--- src/rtl/tsq_regs.vh ---
// register offsets, field positions and reset values of the trigger sequencer
`ifndef TSQ_REGS_VH
`define TSQ_REGS_VH

// ************************************************************
// word addresses (word index on the avalon bus)
// ************************************************************
`define TSQ_ADDR_CTRL      3'h0
`define TSQ_ADDR_STEP_LIM  3'h1
`define TSQ_ADDR_LOOP_LIM  3'h2
`define TSQ_ADDR_TIMER_LIM 3'h3
`define TSQ_ADDR_IRQ_STAT  3'h4
`define TSQ_ADDR_IRQ_MASK  3'h5
`define TSQ_ADDR_CMD       3'h6
`define TSQ_ADDR_WDT_LIM   3'h7

// ************************************************************
// control/status field positions
// ************************************************************
`define TSQ_B_ON      15
`define TSQ_B_SIDL    13
`define TSQ_B_TOGL    12
`define TSQ_B_SWT     10
`define TSQ_B_SSEN    9
`define TSQ_B_IVIS    8
`define TSQ_B_RUN     7
`define TSQ_B_WDTO    6
`define TSQ_F_ITM_HI  1
`define TSQ_F_ITM_LO  0
`define TSQ_CTRL_WMASK 16'hB783
`define TSQ_CTRL_RST   16'h0000

// ************************************************************
// interrupt status bits
// ************************************************************
`define TSQ_I_WDT     0
`define TSQ_I_TRIG    1
`define TSQ_I_SWT     2
`define TSQ_IRQ_W     3

// ************************************************************
// command word: [7:4] opcode, [3:0] operand
// ************************************************************
`define TSQ_OP_NOP    4'h0
`define TSQ_OP_TRIG   4'h1
`define TSQ_OP_WHI    4'h2
`define TSQ_OP_WLO    4'h3
`define TSQ_OP_CTRL   4'h4
`define TSQ_OP_DELAY  4'h5
`define TSQ_OP_LOOP   4'h6

// ************************************************************
// misc constants
// ************************************************************
`define TSQ_ZERO16    16'h0000
`define TSQ_ONE16     16'h0001
`define TSQ_WDT_RST   16'h0100
`define TSQ_ITM_CONT  2'h0

`endif

--- src/rtl/tsq_core.v ---
// trigger sequencer control/status logic with avalon-mm register slave
//
// The address map and the Avalon-MM register port were chosen for this implementation.
`include "tsq_regs.vh"

// Functional notes
// - bit 15 set enables sequencer; cleared stops the executor, returns it to command 0 and drives all lines low.
// - bit 13 set stops sequencer during device idle; clear keeps it running.
// - bit 12 set: trigger command toggles line; clear: one timed pulse.
// - writing one to bit 10 triggers while bit 15 is set; writing zero does nothing.
// - bit 9 enables single-step command execution, for debug tools only.
// - bit 8 set: step, loop and timer limit registers read live counters; clear: written limits.
// - bit 7 set starts continuous command execution; clear stops it.
// - bit 6 set by hardware on watchdog timeout; cleared by any low-byte control write.
// - two-bit wait mode affects only the wait-high and wait-low commands.
// - bits 14, 11 and 5..2 unimplemented and read zero.
module tsq_core
#(
    parameter NLINES  = 4,
    parameter NCMDS   = 16,
    parameter CMD_AW  = 4,
    parameter PW_W    = 4
)
(
    input  wire              clk,
    input  wire              sys_rst,
    input  wire [2:0]        avs_address,
    input  wire              avs_read,
    input  wire              avs_write,
    input  wire [31:0]       avs_writedata,
    input  wire [3:0]        avs_byteenable,
    output reg  [31:0]       avs_readdata,
    output reg               avs_waitrequest,
    input  wire              idle_mode,
    input  wire [NLINES-1:0] wait_inputs,
    input  wire [PW_W-1:0]   pulse_width_field,
    output reg  [NLINES-1:0] trigger_output_line,
    output reg               irq
);

    // ************************************************************
    // states of the command executor (one-hot)
    // ************************************************************
    localparam [3:0] S_IDLE  = 4'b0001;
    localparam [3:0] S_FETCH = 4'b0010;
    localparam [3:0] S_WAIT  = 4'b0100;
    localparam [3:0] S_HOLD  = 4'b1000;

    reg  [15:0]       ctrl_q;
    reg  [15:0]       step_lim_q;
    reg  [15:0]       loop_lim_q;
    reg  [15:0]       timer_lim_q;
    reg  [15:0]       wdt_lim_q;
    reg  [15:0]       step_cnt_q;
    reg  [15:0]       loop_cnt_q;
    reg  [15:0]       timer_q;
    reg  [15:0]       wdt_cnt_q;
    reg  [`TSQ_IRQ_W-1:0] stat_q;
    reg  [`TSQ_IRQ_W-1:0] mask_q;
    reg  [7:0]        cmd_mem [0:NCMDS-1];
    reg  [CMD_AW-1:0] pc_q;
    reg  [CMD_AW-1:0] cmd_wptr_q;
    reg  [3:0]        state_q;
    reg  [7:0]        cmd_q;
    reg  [PW_W-1:0]   pw_cnt_q;
    reg  [NLINES-1:0] pulse_q;
    reg               swt_pend_q;
    reg               step_go_q;
    reg               ack_q;
    reg  [NLINES-1:0] trig_d;

    wire        acc      = (avs_read | avs_write) & ~ack_q;
    wire        wr       = avs_write & ack_q;
    wire        wr_lo    = wr & avs_byteenable[0];
    wire        wr_hi    = wr & avs_byteenable[1];
    wire [15:0] wmask    = {{8{wr_hi}}, {8{wr_lo}}};
    wire        en       = ctrl_q[`TSQ_B_ON];
    // stopped in idle only when the stop-in-idle bit is set
    wire        active   = en & ~(ctrl_q[`TSQ_B_SIDL] & idle_mode);
    wire        ssen     = ctrl_q[`TSQ_B_SSEN];
    // run bit sets continuous mode; single step advances per run write
    wire        go       = active & ctrl_q[`TSQ_B_RUN]
                           & (~ssen | step_go_q);
    wire [3:0]  op       = cmd_q[7:4];
    wire [3:0]  arg      = cmd_q[3:0];
    wire [1:0]  itm      = ctrl_q[`TSQ_F_ITM_HI:`TSQ_F_ITM_LO];
    wire        in_bit   = wait_inputs[arg[CMD_AW-3:0]];
    wire        swt_wr   = wr_hi & avs_writedata[`TSQ_B_SWT] & en;
    wire        wdt_hit  = en & (state_q == S_WAIT)
                           & (wdt_cnt_q == wdt_lim_q)
                           & (wdt_lim_q != `TSQ_ZERO16);
    wire        trig_ev  = active & (state_q == S_HOLD) & (op == `TSQ_OP_TRIG);
    wire [`TSQ_IRQ_W-1:0] ev = {swt_wr, trig_ev, wdt_hit};

    // ************************************************************
    // wait condition: mode matters only for the two wait commands
    // ************************************************************
    reg wait_done;
    always @*
    begin
        wait_done = 1'b1;
        case (op)
            `TSQ_OP_WHI: wait_done = (itm == `TSQ_ITM_CONT) ? in_bit
                                     : (in_bit & timer_q[0]);
            `TSQ_OP_WLO: wait_done = (itm == `TSQ_ITM_CONT) ? ~in_bit
                                     : (~in_bit & timer_q[0]);
            `TSQ_OP_CTRL: wait_done = swt_pend_q;
            `TSQ_OP_DELAY: wait_done = (step_cnt_q >= step_lim_q);
            default: wait_done = 1'b1;
        endcase
    end

    // ************************************************************
    // trigger line next value: toggle or pulse
    // ************************************************************
    integer i;
    always @*
    begin
        trig_d = trigger_output_line;
        if (!en)
            trig_d = {NLINES{1'b0}};
        else if (trig_ev && ctrl_q[`TSQ_B_TOGL])
            trig_d[arg[CMD_AW-3:0]] = ~trigger_output_line[arg[CMD_AW-3:0]];
        else
        begin
            for (i = 0; i < NLINES; i = i + 1)
                if (pulse_q[i] && !ctrl_q[`TSQ_B_TOGL])
                    trig_d[i] = (pw_cnt_q != {PW_W{1'b0}});
        end
    end

    // ************************************************************
    // avalon slave: one wait state, then readdata with ack
    // ************************************************************
    always @(posedge clk)
    begin
        if (sys_rst)
        begin
            ack_q           <= 1'b0;
            avs_waitrequest <= 1'b1;
            avs_readdata    <= 32'h00000000;
        end
        else
        begin
            ack_q           <= acc;
            avs_waitrequest <= ~acc;
            if (acc)
            begin
                avs_readdata <= 32'h00000000;
                case (avs_address)
                    `TSQ_ADDR_CTRL: avs_readdata[15:0] <=
                        ctrl_q & `TSQ_CTRL_WMASK
                        | (ctrl_q & (`TSQ_ONE16 << `TSQ_B_WDTO));
                    `TSQ_ADDR_STEP_LIM: avs_readdata[15:0] <=
                        ctrl_q[`TSQ_B_IVIS] ? step_cnt_q : step_lim_q;
                    `TSQ_ADDR_LOOP_LIM: avs_readdata[15:0] <=
                        ctrl_q[`TSQ_B_IVIS] ? loop_cnt_q : loop_lim_q;
                    `TSQ_ADDR_TIMER_LIM: avs_readdata[15:0] <=
                        ctrl_q[`TSQ_B_IVIS] ? timer_q : timer_lim_q;
                    `TSQ_ADDR_IRQ_STAT: avs_readdata[`TSQ_IRQ_W-1:0] <= stat_q;
                    `TSQ_ADDR_IRQ_MASK: avs_readdata[`TSQ_IRQ_W-1:0] <= mask_q;
                    `TSQ_ADDR_WDT_LIM: avs_readdata[15:0] <= wdt_lim_q;
                    default: avs_readdata <= 32'h00000000;
                endcase
            end
        end
    end

    // ************************************************************
    // control/status and limit registers
    // ************************************************************
    always @(posedge clk)
    begin
        if (sys_rst)
        begin
            ctrl_q      <= `TSQ_CTRL_RST;
            step_lim_q  <= `TSQ_ZERO16;
            loop_lim_q  <= `TSQ_ZERO16;
            timer_lim_q <= `TSQ_ZERO16;
            wdt_lim_q   <= `TSQ_WDT_RST;
            mask_q      <= {`TSQ_IRQ_W{1'b0}};
        end
        else
        begin
            if (avs_address == `TSQ_ADDR_CTRL && wr)
                ctrl_q <= (ctrl_q & ~(wmask & `TSQ_CTRL_WMASK))
                          | (avs_writedata[15:0] & wmask
                             & `TSQ_CTRL_WMASK);
            if (wdt_hit)
                ctrl_q[`TSQ_B_WDTO] <= 1'b1;
            else if (avs_address == `TSQ_ADDR_CTRL && wr_lo)
                ctrl_q[`TSQ_B_WDTO] <= 1'b0;
            // soft trigger is a strobe, never stored
            ctrl_q[`TSQ_B_SWT] <= 1'b0;
            if (wr && avs_address == `TSQ_ADDR_STEP_LIM)
                step_lim_q <= (step_lim_q & ~wmask)
                              | (avs_writedata[15:0] & wmask);
            if (wr && avs_address == `TSQ_ADDR_LOOP_LIM)
                loop_lim_q <= (loop_lim_q & ~wmask)
                              | (avs_writedata[15:0] & wmask);
            if (wr && avs_address == `TSQ_ADDR_TIMER_LIM)
                timer_lim_q <= (timer_lim_q & ~wmask)
                               | (avs_writedata[15:0] & wmask);
            if (wr && avs_address == `TSQ_ADDR_WDT_LIM)
                wdt_lim_q <= (wdt_lim_q & ~wmask)
                             | (avs_writedata[15:0] & wmask);
            if (wr_lo && avs_address == `TSQ_ADDR_IRQ_MASK)
                mask_q <= avs_writedata[`TSQ_IRQ_W-1:0];
        end
    end

    // ************************************************************
    // interrupt status: set wins over write-one-to-clear
    // ************************************************************
    always @(posedge clk)
    begin
        if (sys_rst)
        begin
            stat_q <= {`TSQ_IRQ_W{1'b0}};
            irq    <= 1'b0;
        end
        else
        begin
            if (wr_lo && avs_address == `TSQ_ADDR_IRQ_STAT)
                stat_q <= (stat_q & ~avs_writedata[`TSQ_IRQ_W-1:0]) | ev;
            else
                stat_q <= stat_q | ev;
            irq <= |(stat_q & mask_q);
        end
    end

    // ************************************************************
    // command store, loaded through the command port
    // ************************************************************
    always @(posedge clk)
    begin
        if (wr_lo && avs_address == `TSQ_ADDR_CMD)
            cmd_mem[cmd_wptr_q] <= avs_writedata[7:0];
    end

    // ************************************************************
    // command executor
    // ************************************************************
    always @(posedge clk)
    begin
        if (sys_rst)
        begin
            state_q    <= S_IDLE;
            pc_q       <= {CMD_AW{1'b0}};
            cmd_wptr_q <= {CMD_AW{1'b0}};
            cmd_q      <= 8'h00;
            step_cnt_q <= `TSQ_ZERO16;
            loop_cnt_q <= `TSQ_ZERO16;
            timer_q    <= `TSQ_ZERO16;
            wdt_cnt_q  <= `TSQ_ZERO16;
            pw_cnt_q   <= {PW_W{1'b0}};
            pulse_q    <= {NLINES{1'b0}};
            swt_pend_q <= 1'b0;
            step_go_q  <= 1'b0;
            trigger_output_line <= {NLINES{1'b0}};
        end
        else
        begin
            trigger_output_line <= trig_d;
            if (wr_lo && avs_address == `TSQ_ADDR_CMD)
                cmd_wptr_q <= cmd_wptr_q + 1'b1;
            // software trigger held pending until a control step takes it
            if (swt_wr)
                swt_pend_q <= 1'b1;
            else if (state_q == S_WAIT && op == `TSQ_OP_CTRL && go)
                swt_pend_q <= 1'b0;
            if (wr_lo && avs_address == `TSQ_ADDR_CTRL
                && avs_writedata[`TSQ_B_RUN] && ssen)
                step_go_q <= 1'b1;
            else if (state_q == S_HOLD)
                step_go_q <= 1'b0;
            if (pw_cnt_q != {PW_W{1'b0}})
                pw_cnt_q <= pw_cnt_q - 1'b1;
            else
                pulse_q <= {NLINES{1'b0}};
            timer_q <= (timer_q >= timer_lim_q) ? `TSQ_ZERO16
                       : timer_q + `TSQ_ONE16;
            if (!en)
            begin
                state_q <= S_IDLE;
                pc_q    <= {CMD_AW{1'b0}};
                pulse_q <= {NLINES{1'b0}};
                pw_cnt_q <= {PW_W{1'b0}};
                swt_pend_q <= 1'b0;
            end
            else
            begin
                case (state_q)
                    S_IDLE:
                    begin
                        if (go)
                            state_q <= S_FETCH;
                    end
                    S_FETCH:
                    begin
                        cmd_q      <= cmd_mem[pc_q];
                        step_cnt_q <= `TSQ_ZERO16;
                        wdt_cnt_q  <= `TSQ_ZERO16;
                        state_q    <= S_WAIT;
                    end
                    S_WAIT:
                    begin
                        if (active)
                        begin
                            step_cnt_q <= step_cnt_q + `TSQ_ONE16;
                            wdt_cnt_q  <= wdt_cnt_q + `TSQ_ONE16;
                        end
                        if (wdt_hit)
                            state_q <= S_IDLE;
                        else if (go && wait_done)
                            state_q <= S_HOLD;
                    end
                    S_HOLD:
                    begin
                        if (trig_ev && !ctrl_q[`TSQ_B_TOGL])
                        begin
                            pulse_q[arg[CMD_AW-3:0]] <= 1'b1;
                            pw_cnt_q <= pulse_width_field;
                        end
                        if (op == `TSQ_OP_LOOP
                            && loop_cnt_q < loop_lim_q)
                        begin
                            loop_cnt_q <= loop_cnt_q + `TSQ_ONE16;
                            pc_q <= arg[CMD_AW-1:0];
                        end
                        else
                        begin
                            if (op == `TSQ_OP_LOOP)
                                loop_cnt_q <= `TSQ_ZERO16;
                            pc_q <= pc_q + 1'b1;
                        end
                        state_q <= ctrl_q[`TSQ_B_RUN] ? S_FETCH : S_IDLE;
                    end
                    default: state_q <= S_IDLE;
                endcase
            end
        end
    end

endmodule

--- config.mk ---
export PLATFORM = sky130hd
export DESIGN_NAME = tsq_core
export DESIGN_NICKNAME = d
export VERILOG_FILES = /design/src/rtl/tsq_core.v
export VERILOG_INCLUDE_DIRS = /design/src /design/src/rtl
export SDC_FILE = /design/constraint.sdc
export NUM_CORES = 1
export LEC_CHECK = 0
export ABC_AREA = 1
export BUFFER_PORTS_ARGS = -buffer_cell sky130_fd_sc_hd__buf_2
export CAP_MARGIN = 10
export CORE_MARGIN = 3
export CORE_UTILIZATION = 35
export DETAILED_ROUTE_END_ITERATION = 10
export HOLD_SLACK_MARGIN = 0.05
export SLEW_MARGIN = 0
export SYNTH_ARGS = -nofsm -noshare
export SYNTH_HDL_FRONTEND = slang
export SYNTH_SLANG_ARGS = --single-unit
export TNS_END_PERCENT = 5
--- constraint.sdc ---
create_clock -name clk -period 6.4 [get_ports clk]
set_clock_uncertainty 0.05 [all_clocks]
set_input_delay 1.92 -clock clk [delete_from_list [all_inputs] [get_ports clk]]
set_output_delay 1.92 -clock clk [all_outputs]
set_load 0.01 [all_outputs]
==> results of run 1 <==
==> cell usage after synthesis, drive strengths merged <==
master	count	area [µm²]
a221oi	2	17.5
o22ai	6	37.5
mux2i	2	20.0
clkinv	3	11.3
a22oi	5	37.5
clkbuf	42	158
nand4	27	184
nor4	10	62.6
nor2	262	1030
nand2	328	1260
o21a	2	15.0
or2	3	18.8
buf	44	269
a311oi	1	8.76
inv	226	848
a21oi	182	911
xor2	25	219
o21bai	1	7.51
o211ai	34	255
nand3	64	333
and3	1	6.26
a32o	1	10.0
o2111ai	1	8.76
ha	57	713
o221ai	11	96.3
conb	1	3.75
dfxtp	196	3920
edfxtp	128	3840
nor3	36	216
o21ai	259	1300
xnor2	8	70.1
a21o	1	7.51
a211oi	5	37.5
nor3b	4	40.0
==> power groups by stage <==
stage	clock, W	sequential, W	combinational (W)
final	0.00219	0.00215	0.000139
after global placement	0	0.00220	0.000134
after CTS	0.00223	0.00215	0.000137
after global routing	0.00231	0.00215	0.000152
after floorplan	0	0.00220	0.0000777
after detailed placement	0	0.00220	0.000136
==> cell families (layout without fill, tap and decap cells) <==
kind of cell,after synthesis,count (layout)
other,1,17
and+or+nand+nor,735,735
DFF,324,324
xor gates and xnor gates,33,33
muxes,2,2
adders and majority gates,57,57
buffers and inverters,315,361
AOI/OAI and AO/OA,511,511
==> path summary, 6_finish.rpt <==
check,start,to,slack (ps),cells after the start
max,avs_address[1],cmd_mem[5][1],2620,9
min,avs_readdata[2],avs_readdata[2],400,2
max reg2reg,register,avs_readdata[12],3100,6
min reg2reg,avs_readdata[2],avs_readdata[2],400,2
==> final cells by class <==
class,instances,area (µm²),share of cell area [%]
clock inverter,19,243,1.35
clock buffer,48,987,5.51
sequential,324,7770,43.3
antenna,1,2.50,0.0140
multi-input combinational,1354,6980,38.9
inverter,229,860,4.79
tap,592,741,4.13
timing repair buffer,65,350,1.95
==> cells in the final DEF (no fill, tap or decap), drive strengths merged, types with 2 or more instances in the layout <==
master | synthesis | final
nor4 | 10 | 10
nand3 | 64 | 64
clkbuf | 42 | 48
nand4 | 27 | 27
inv | 226 | 229
a211oi | 5 | 5
o22ai | 6 | 6
xnor2 | 8 | 8
edfxtp | 128 | 128
o221ai | 11 | 11
nor3 | 36 | 36
nor2 | 262 | 262
o211ai | 34 | 34
dfxtp | 196 | 196
o21a | 2 | 2
clkinv | 3 | 13
ha | 57 | 57
nand2 | 328 | 328
mux2i | 2 | 2
a221oi | 2 | 2
a21oi | 182 | 182
buf | 44 | 65
a22oi | 5 | 5
or2 | 3 | 3
bufinv | 0 | 5
xor2 | 25 | 25
conb | 1 | 16
o21ai | 259 | 259
nor3b | 4 | 4
==> stage by stage <==
step | worst slack [ps] | utilization, % | power [W] | area [µm²] | hold WS (ps)
after floorplan | 2960 | - | 0.00228 | 16000 | 389
after global placement | 2170 | 37.4 | 0.00233 | 16700 | 394
after CTS | 2670 | 40.2 | 0.00452 | 17900 | 399
final | 2620 | 40.2 | 0.00448 | 17900 | 398
after detailed placement | 2080 | 37.4 | 0.00234 | 16700 | 385
after global routing | 2510 | 40.2 | 0.00461 | 17900 | 434
==> metal layers <==
metal | part of all wire [%] | global-route usage [%] | routed length, µm
met3 | 6.8 | 3.67 | 3150
met4 | 2.7 | 5.92 | 1240
met2 | 44 | 29.7 | 20500
met5 | 0.039 | 0 | 18
met1 | 46 | 26.0 | 21100
==> worst register-to-register path: stages (launching register included) <==
cell and delay, ps:
sky130_fd_sc_hd__dfxtp_1 300, sky130_fd_sc_hd__buf_4 460, sky130_fd_sc_hd__clkinv_1 960, sky130_fd_sc_hd__o21ai_0 680
sky130_fd_sc_hd__o22ai_1 180, sky130_fd_sc_hd__nor4_1 410, sky130_fd_sc_hd__o21ai_0 130
==> summary.txt, run 1 <==
Run status
  – Status: completed

Yosys
  – Per-instance average area after synthesis: 8.08 µm²
  – Cells after synthesis: 1978
  – Yosys warning total: 0
  – Post-Synthesis Cell Area: 16000 µm²
  – Flops & latches, synth: 324
  – Fraction of the yosys area taken by sequential cells: 48.6%
  – Share of cell area taken by muxes after synthesis: 0.125%
  – Synth Area in XOR/XNOR: 1.81%
  – Compound-cell area share of the yosys netlist: 17.2%
  – Post-synthesis share of cell area spent on full adders, half adders and majority gates: 4.46%
  – Distinct cell type count after synthesis: 47
  – Combinational family with the most area after synthesis: simple AND/OR/NAND/NOR gates
  – Simple-Gate Fraction of Synth Area: 19.7%

Final layout
  – Fraction of final layout cells with drive strength greater than 1: 8.24%
  – Area grow syn2layout: 12.2%
  – Nets: 2120
  – Post-layout instance count excluding filler cells: 2632
  – Fillers: 4485

Setup path
  – Critical-path top delay cell: sky130_fd_sc_hd__nor2_1
  – Setup CP Type: input port to register
  – Nature of the critical path endpoint: register
  – CP most frequent cell: sky130_fd_sc_hd__nor2_1
  – Critical Path, Cell by Cell: buf_2, inv_1, nor2_1, inv_2, nor2_1, nand2_1, inv_1, nand2_1, nor2_1
  – Largest stage delay, worst path: 740 ps
  – Arrival time worst endpoint: 3910 ps
  – CP Launch Type: input port
  – Critical path's top delay family: simple AND/OR/NAND/NOR gates
  – Largest fanout of any net on the critical path: 8
  – Buffers and inverters on the worst path: 4
  – Required time reported for the critical path endpoint: 6530 ps

Clocking
  – Clock sink count: 324
  – Max Buffers Root-to-Sink: 3
  – H-tree depth: 2
  – Number of CTS-inserted buffers: 37
  – Number of hold-repair buffers added at the cts stage: 0
  – Setup Fix Bufs, Post-CTS: 0
  – Clock-pin slew reported for the worst setup and hold paths after clock tree synthesis: 60 ps
  – Cells resized by post-CTS repair: 0
  – Clock latency on the worst-skew pair: 560 ps
  – CTS Root Cell: sky130_fd_sc_hd__clkbuf_16
  – TritonCTS clock tree: built

Drt
  – Initial drt markers: 1384
  – Antenna-violating nets left: 0
  – Wire length reported by the detailed router: 46000 µm
  – Vias per cell: 5.16
  – Routed vias: 13600
  – # DRC: 0
  – Detailed-router iteration count before antenna repair: 5
  – Wire per inst: 17.5 µm

Place
  – Placed instance count: 2564
  – GP Congestion: 0.922
  – Half-perimeter wire length after detailed placement: 32200 µm
  – I/O Buffers: 55

Power
  – Cell leakage power: 6.53 nW
  – Sequential Power Share: 48.1%
  – Net switching power: 0.00100 W
  – Combinational group share of total power: 3.1%
  – Part of the total power dissipated in the clock network: 48.8%
  – Switching Fraction: 22.4%
  – Worst voltage drop across the vdd grid: 152 µV
  – Pint: 0.00348 W
  – PwrDens: 250 nW/µm²

Global routing
  – Antenna violations before repair: 2
  – Maximum number of pins on one net before global-route repair: 68
  – Aggregate global-route resource usage: 18.8%
  – Vias in the first global route: 12400
  – First-pass GRT wire length: 70500 µm
  – Total global routing overflow: 0

Timing
  – Measured slew at the worst slew-check pin: 1090 ps
  – Setup repair after global routing missed its margin: no
  – Clock period minus final worst setup slack: 3780 ps
  – FMAX: 0.264 GHz
  – Headroom to the max-slew limit: 27.4%
  – Count of final hold-check violations: 0
  – Number of slew-limit violations in the final report: 0
  – Total Negative Setup Slacks: 0 ps
  – Post-route clock period utilization: 59.1%
  – Final setup violating endpoints: 0

Die
  – Y dimension of the die: 220 µm
  – I/O pin total: 90
  – Horizontal die dimension: 220 µm
  – Core region area: 44600 µm²
  – Total die area: 48200 µm²
  – Row cnt: 77
  – Initial core utilization: 35.8%

Min path
  – Class of the most critical hold timing path: register to register

Run
  – Max-cap violation count: 0
(Power assumes the default switching activity.)
==> run 2, diff against run 1 <==
==> constraint.sdc (replaced) <==
create_clock -name clk -period 3.3 [get_ports clk]
set_clock_uncertainty 0.05 [all_clocks]
set_input_delay 0.99 -clock clk [delete_from_list [all_inputs] [get_ports clk]]
set_output_delay 0.99 -clock clk [all_outputs]
set_load 0.01 [all_outputs]
==> run 2 against run 1 <==
  * Sequential power increased by 94%
  * Via count increased by 1.0%
  * Final cell count rose by 1.0%
  * Critical endpoint is now cmd_mem[1][4]
  * Largest cell class unchanged
  * Highest routed layer unchanged
==> summary.txt, run 2 (same netlist as run 1, synthesis figures left out) <==
Timing
  – Post-route clock period utilization: 71.4%
  – Count of final hold-check violations: 0
  – FMAX: 0.424 GHz
  – Measured slew at the worst slew-check pin: 695 ps
  – Number of slew-limit violations in the final report: 0
  – Setup repair after global routing missed its margin: no
  – Total Negative Setup Slacks: 0 ps
  – Final setup violating endpoints: 0
  – Headroom to the max-slew limit: 53.7%
  – Clock period minus final worst setup slack: 2360 ps

Power
  – Cell leakage power: 6.69 nW
  – Overall Power: 0.00870 W
  – PwrDens: 479 nW/µm²
  – Part of the total power dissipated in the clock network: 48.8%
  – Sequential Power Share: 48.0%
  – Net switching power: 0.00192 W
  – Worst voltage drop across the vdd grid: 373 µV
  – Combinational group share of total power: 3.2%
  – Pint: 0.00678 W
  – Switching Fraction: 22.0%

Setup path
  – Reg2reg path depth: 9
  – Setup CP Type: input port to register
  – Required time reported for the critical path endpoint: 3510 ps
  – Nature of the critical path endpoint: register
  – Arrival time worst endpoint: 2560 ps
  – Worst setup path startpoint: avs_address[2]
  – Largest fanout of any net on the critical path: 9
  – Reg-to-reg setup timing slack: 1040 ps
  – CP Launch Type: input port
  – Destination of the worst register-to-register timing path: timer_q[10]
  – Capture point of the critical path: cmd_mem[1][4]

Clocking
  – Max Buffers Root-to-Sink: 3
  – Clock-pin slew reported for the worst setup and hold paths after clock tree synthesis: 60 ps
  – Clock sink count: 324
  – Setup Fix Bufs, Post-CTS: 0
  – Number of hold-repair buffers added at the cts stage: 0
  – TritonCTS clock tree: built
  – Clock latency on the worst-skew pair: 550 ps
  – Number of CTS-inserted buffers: 38
  – CTS Root Cell: sky130_fd_sc_hd__clkbuf_16
  – H-tree depth: 2
  – Cells resized by post-CTS repair: 0

Drt
  – Routed vias: 13700
  – Initial drt markers: 1242
  – Vias per cell: 5.16
  – Antenna-violating nets left: 0
  – Detailed-router iteration count before antenna repair: 6
  – # DRC: 0
  – Wire per inst: 17.5 µm
  – Wire length reported by the detailed router: 46500 µm

Final layout
  – Nets: 2146
  – Area grow syn2layout: 13.7%
  – Fillers: 4487
  – Most frequent standard cell in the layout excluding fill and tap cells: sky130_fd_sc_hd__nand2_1
  – Leading cell types in the layout, fill and taps excluded: sky130_fd_sc_hd__nand2_1 (323), sky130_fd_sc_hd__o21ai_0 (249), sky130_fd_sc_hd__nor2_1 (248)
  – Fraction of final layout cells with drive strength greater than 1: 9.58%
  – Final core area utilization: 40.7%

Global routing
  – Met2 demand-to-capacity share in global routing: 30.0%
  – Maximum number of pins on one net before global-route repair: 67
  – Aggregate global-route resource usage: 19.1%
  – Vias in the first global route: 12900
  – Met3 routing resource usage after global routing: 3.90%
  – Total global routing overflow: 0
  – Antenna violations before repair: 1
  – Met1 layer usage reported by global route: 26.6%
  – First-pass GRT wire length: 72100 µm
  – Layer with the highest usage: met2

Min path
  – Class of the most critical hold timing path: register to register

Die
  – I/O pin total: 90
  – Row cnt: 77
  – Total die area: 48200 µm²
  – Initial core utilization: 35.8%
  – Y dimension of the die: 220 µm
  – Horizontal die dimension: 220 µm
  – Core region area: 44600 µm²

Run status
  – Status: completed

Run
  – Max-cap violation count: 0

Place
  – Half-perimeter wire length after detailed placement: 33000 µm
  – GP Congestion: 0.925
  – I/O Buffers: 55
==> run 2: critical path: stages <==
cell,delay (ps)
sky130_fd_sc_hd__buf_2,250
sky130_fd_sc_hd__inv_2,110
sky130_fd_sc_hd__nor2_1,250
sky130_fd_sc_hd__nand2_1,230
sky130_fd_sc_hd__inv_1,200
sky130_fd_sc_hd__nand2_1,170
sky130_fd_sc_hd__nor2_1,140
sky130_fd_sc_hd__buf_4,200
==> run 2: how the worst min path moves through the flow <==
| stage | startpoint | end | cells after the start |
|---|---|---|---|
| 6_report | avs_readdata[0] | avs_readdata[0] | 2 |
| 5_1_grt | avs_readdata[0] | avs_readdata[0] | 2 |
| 4_1_cts | avs_readdata[0] | avs_readdata[0] | 2 |
| 3_5_place_dp | avs_readdata[0] | avs_readdata[0] | 2 |
| 3_3_place_gp | avs_readdata[8] | avs_readdata[8] | 2 |
| 2_1_floorplan | swt_pend_q | swt_pend_q | 2 |
==> run 2: per-stage QoR <==
stage | setup WS (ps) | instances | cell area (µm²) | hold slack [ps]
after floorplan | 789 | 1993 | 16000 | 389
after global placement | 529 | 2589 | 16900 | 390
after detailed placement | 476 | 2589 | 16900 | 392
after CTS | 1030 | 2658 | 18200 | 403
after global routing | 819 | 2658 | 18200 | 420
final | 943 | 2659 | 18200 | 398
==> run 2: power by group through the flow <==
stage          Sequential [W]  Combinational (W)  Clock, W
6_report              0.00418           0.000279   0.00425
3_3_place_gp          0.00426           0.000271         0
5_1_grt               0.00418           0.000305   0.00451
4_1_cts               0.00418           0.000273   0.00434
2_1_floorplan         0.00426           0.000151         0
3_5_place_dp          0.00426           0.000272         0
==> run 2: cell type report <==
cell class	count	area [µm²]	area share (%)
inverters	229	860	4.73
clock buffers	50	1050	5.76
clock inverters	19	213	1.17
well taps	592	741	4.08
repair buffers	90	551	3.03
flip-flops and latches	324	7770	42.8
diodes	1	2.50	0.0138
multi-input cells	1354	6980	38.4
==> run 2: metal layers <==
metal | routed length [µm] | vias to the layer above
met5 | 13 | -
met4 | 1180 | 2
met3 | 3490 | 75
met1 | 21300 | 6425
li1 | - | 6749
met2 | 20500 | 468
==> run 3, diff against run 2 <==
==> constraint.sdc (replaced) <==
create_clock -name clk -period 2.2 [get_ports clk]
set_clock_uncertainty 0.05 [all_clocks]
set_input_delay 0.66 -clock clk [delete_from_list [all_inputs] [get_ports clk]]
set_output_delay 0.66 -clock clk [all_outputs]
set_load 0.01 [all_outputs]
==> run 3 against run 2 <==
  * Critical path depth grew 4
  * Sequential power is 50% higher
  * Critical path type is now register to register
  * Core utilization grew 0.97 points
  * First-iteration DRC count shrank 12%
  * Clock-buffer cell count is 2 lower
  * Hold slack lost 61 ps
  * Non-clock buffer count up 65
  * Setup slack got worse by 800 ps
  * Register-to-register slack got worse by 900 ps
  * Sequential cell count stayed put
  * Cell area rose by 2.4%
  * Die area did not move
==> summary.txt, run 3 (same netlist as run 1, synthesis figures left out) <==
Run status
  – Status: completed

Global routing
  – Antenna violations before repair: 0
  – Vias in the first global route: 13000
  – Aggregate global-route resource usage: 19.6%
  – Maximum number of pins on one net before global-route repair: 51
  – Met3 routing resource usage after global routing: 3.21%
  – First-pass GRT wire length: 73600 µm
  – Met2 demand-to-capacity share in global routing: 31.1%
  – Total global routing overflow: 0
  – Met1 layer usage reported by global route: 27.3%
  – Layer with the highest usage: met2

Clocking
  – Number of CTS-inserted buffers: 38
  – Clock-pin slew reported for the worst setup and hold paths after clock tree synthesis: 60 ps
  – TritonCTS clock tree: built
  – CTS Root Cell: sky130_fd_sc_hd__clkbuf_16
  – Clock sink count: 324
  – Clock latency on the worst-skew pair: 560 ps
  – Max Buffers Root-to-Sink: 3
  – H-tree depth: 2
  – Number of hold-repair buffers added at the cts stage: 0

Place
  – Placed instance count: 2654
  – GP Congestion: 0.948
  – Half-perimeter wire length after detailed placement: 34900 µm
  – I/O Buffers: 55

Drt
  – Antenna-violating nets left: 0
  – Initial drt markers: 1098
  – Routed vias: 13900
  – Wire length reported by the detailed router: 47600 µm
  – Wire per inst: 17.5 µm
  – Detailed-router iteration count before antenna repair: 6
  – # DRC: 0
  – Vias per cell: 5.09

Timing
  – Setup repair after global routing missed its margin: no
  – Clock period minus final worst setup slack: 2060 ps
  – Post-route clock period utilization: 93.4%
  – Number of slew-limit violations in the final report: 0
  – FMAX: 0.487 GHz
  – Headroom to the max-slew limit: 59.8%
  – Count of final hold-check violations: 0
  – Measured slew at the worst slew-check pin: 597 ps
  – Final setup violating endpoints: 0
  – Minimum hold slack: 337 ps

Setup path
  – Capture point of the critical path: pc_q[3]
  – Arrival time worst endpoint: 2460 ps
  – Destination of the worst register-to-register timing path: pc_q[3]
  – Setup CP Type: register to register
  – Required time reported for the critical path endpoint: 2610 ps
  – Largest fanout of any net on the critical path: 5
  – Reg-to-reg setup timing slack: 140 ps
  – Nature of the critical path endpoint: register
  – Reg2reg path depth: 12
  – CP Launch Type: register

Die
  – I/O pin total: 90
  – Horizontal die dimension: 220 µm
  – Total die area: 48200 µm²
  – Initial core utilization: 35.8%
  – Row cnt: 77
  – Y dimension of the die: 220 µm
  – Core region area: 44600 µm²

Power
  – Switching Fraction: 22.8%
  – Part of the total power dissipated in the clock network: 47.4%
  – Combinational group share of total power: 3.6%
  – Overall Power: 0.0128 W
  – Worst voltage drop across the vdd grid: 493 µV
  – Pint: 0.00988 W
  – PwrDens: 688 nW/µm²
  – Cell leakage power: 6.98 nW
  – Net switching power: 0.00291 W
  – Sequential Power Share: 49.0%

Final layout
  – Leading cell types in the layout, fill and taps excluded: sky130_fd_sc_hd__nand2_1 (323), sky130_fd_sc_hd__o21ai_0 (249), sky130_fd_sc_hd__nor2_1 (248)
  – Most frequent standard cell in the layout excluding fill and tap cells: sky130_fd_sc_hd__nand2_1
  – Fillers: 4484
  – Number of antenna diodes: 0
  – Nets: 2211
  – Post-layout instance count excluding filler cells: 2723
  – Fraction of final layout cells with drive strength greater than 1: 12.3%
  – Area grow syn2layout: 16.4%

Min path
  – Class of the most critical hold timing path: input port to register

Run
  – Max-cap violation count: 0
## run 3: cell count changes in the layout (fill, tap and decap cells not counted), sizes merged
cell | before | now
diode | 1 | 0
clkinvlp | 0 | 1
clkbuf | 50 | 48
clkinv | 16 | 19
buf | 90 | 155
bufinv | 4 | 2
## run 3: repair_timing
item,CTS,global route
buffers inserted,0,0
gates resized for setup,0,2
endpoints found under the setup margin,0,2
## run 3: power by group through the flow
stage | sequential (W) | clock, W | combinational (W)
floorplan | 0.00639 | 0 | 0.000226
detailed placement | 0.00639 | 0 | 0.000456
finish | 0.00627 | 0.00606 | 0.000463
global placement | 0.00639 | 0 | 0.000450
CTS | 0.00627 | 0.00618 | 0.000458
global route | 0.00626 | 0.00643 | 0.000508
## run 3: per-stage QoR
step | TNS, ps | instance area [µm²] | utilization (%) | setup WS (ps)
after global placement | -8150 | 17400 | 39.0 | -124
final | 0 | 18600 | 41.7 | 145
after detailed placement | -10620 | 17400 | 39.0 | -139
after floorplan | 0 | 16000 | - | 19.1
after global routing | 0 | 18600 | 41.7 | 20.1
after CTS | 0 | 18600 | 41.7 | 114
## run 3: layout make-up
| cell class | instances | area (µm²) | share of cell area (%) |
|---|---|---|---|
| Clock inverter | 21 | 173 | 0.929 |
| Inverter | 229 | 860 | 4.62 |
| Sequential cell | 324 | 7770 | 41.8 |
| Clock buffer | 48 | 1010 | 5.42 |
| Tap cell | 592 | 741 | 3.98 |
| Multi-Input combinational cell | 1354 | 6980 | 37.5 |
| Timing Repair Buffer | 155 | 1060 | 5.72 |
## run 3: worst max-delay path, stage by stage, from the launching register on
cell and delay (ps):
sky130_fd_sc_hd__dfxtp_1 320, sky130_fd_sc_hd__inv_1 60, sky130_fd_sc_hd__ha_1 330, sky130_fd_sc_hd__a21oi_1 180, sky130_fd_sc_hd__o211ai_1 120, sky130_fd_sc_hd__nor2_1 130
sky130_fd_sc_hd__buf_4 150, sky130_fd_sc_hd__nand2_2 70, sky130_fd_sc_hd__buf_4 160, sky130_fd_sc_hd__buf_4 130, sky130_fd_sc_hd__nand2_1 50, sky130_fd_sc_hd__nand3_1 60
sky130_fd_sc_hd__a21oi_1 160
## run 3: layer usage
metal,routed length (µm),vias to the layer above
met2,21200,459
met5,0,-
li1,-,6884
met4,1390,0
met3,3420,88
met1,21600,6434
## run 3: worst min-delay path by stage
stage / to / depth (start not counted) / startpoint
floorplan: swt_pend_q / 2 / swt_pend_q
global placement: avs_readdata[8] / 2 / avs_readdata[8]
detailed placement: avs_readdata[8] / 2 / avs_readdata[8]
CTS: cmd_mem[10][2] / 1 / avs_writedata[2]
global route: cmd_mem[10][2] / 1 / avs_writedata[2]
finish: cmd_mem[10][2] / 1 / avs_writedata[2]
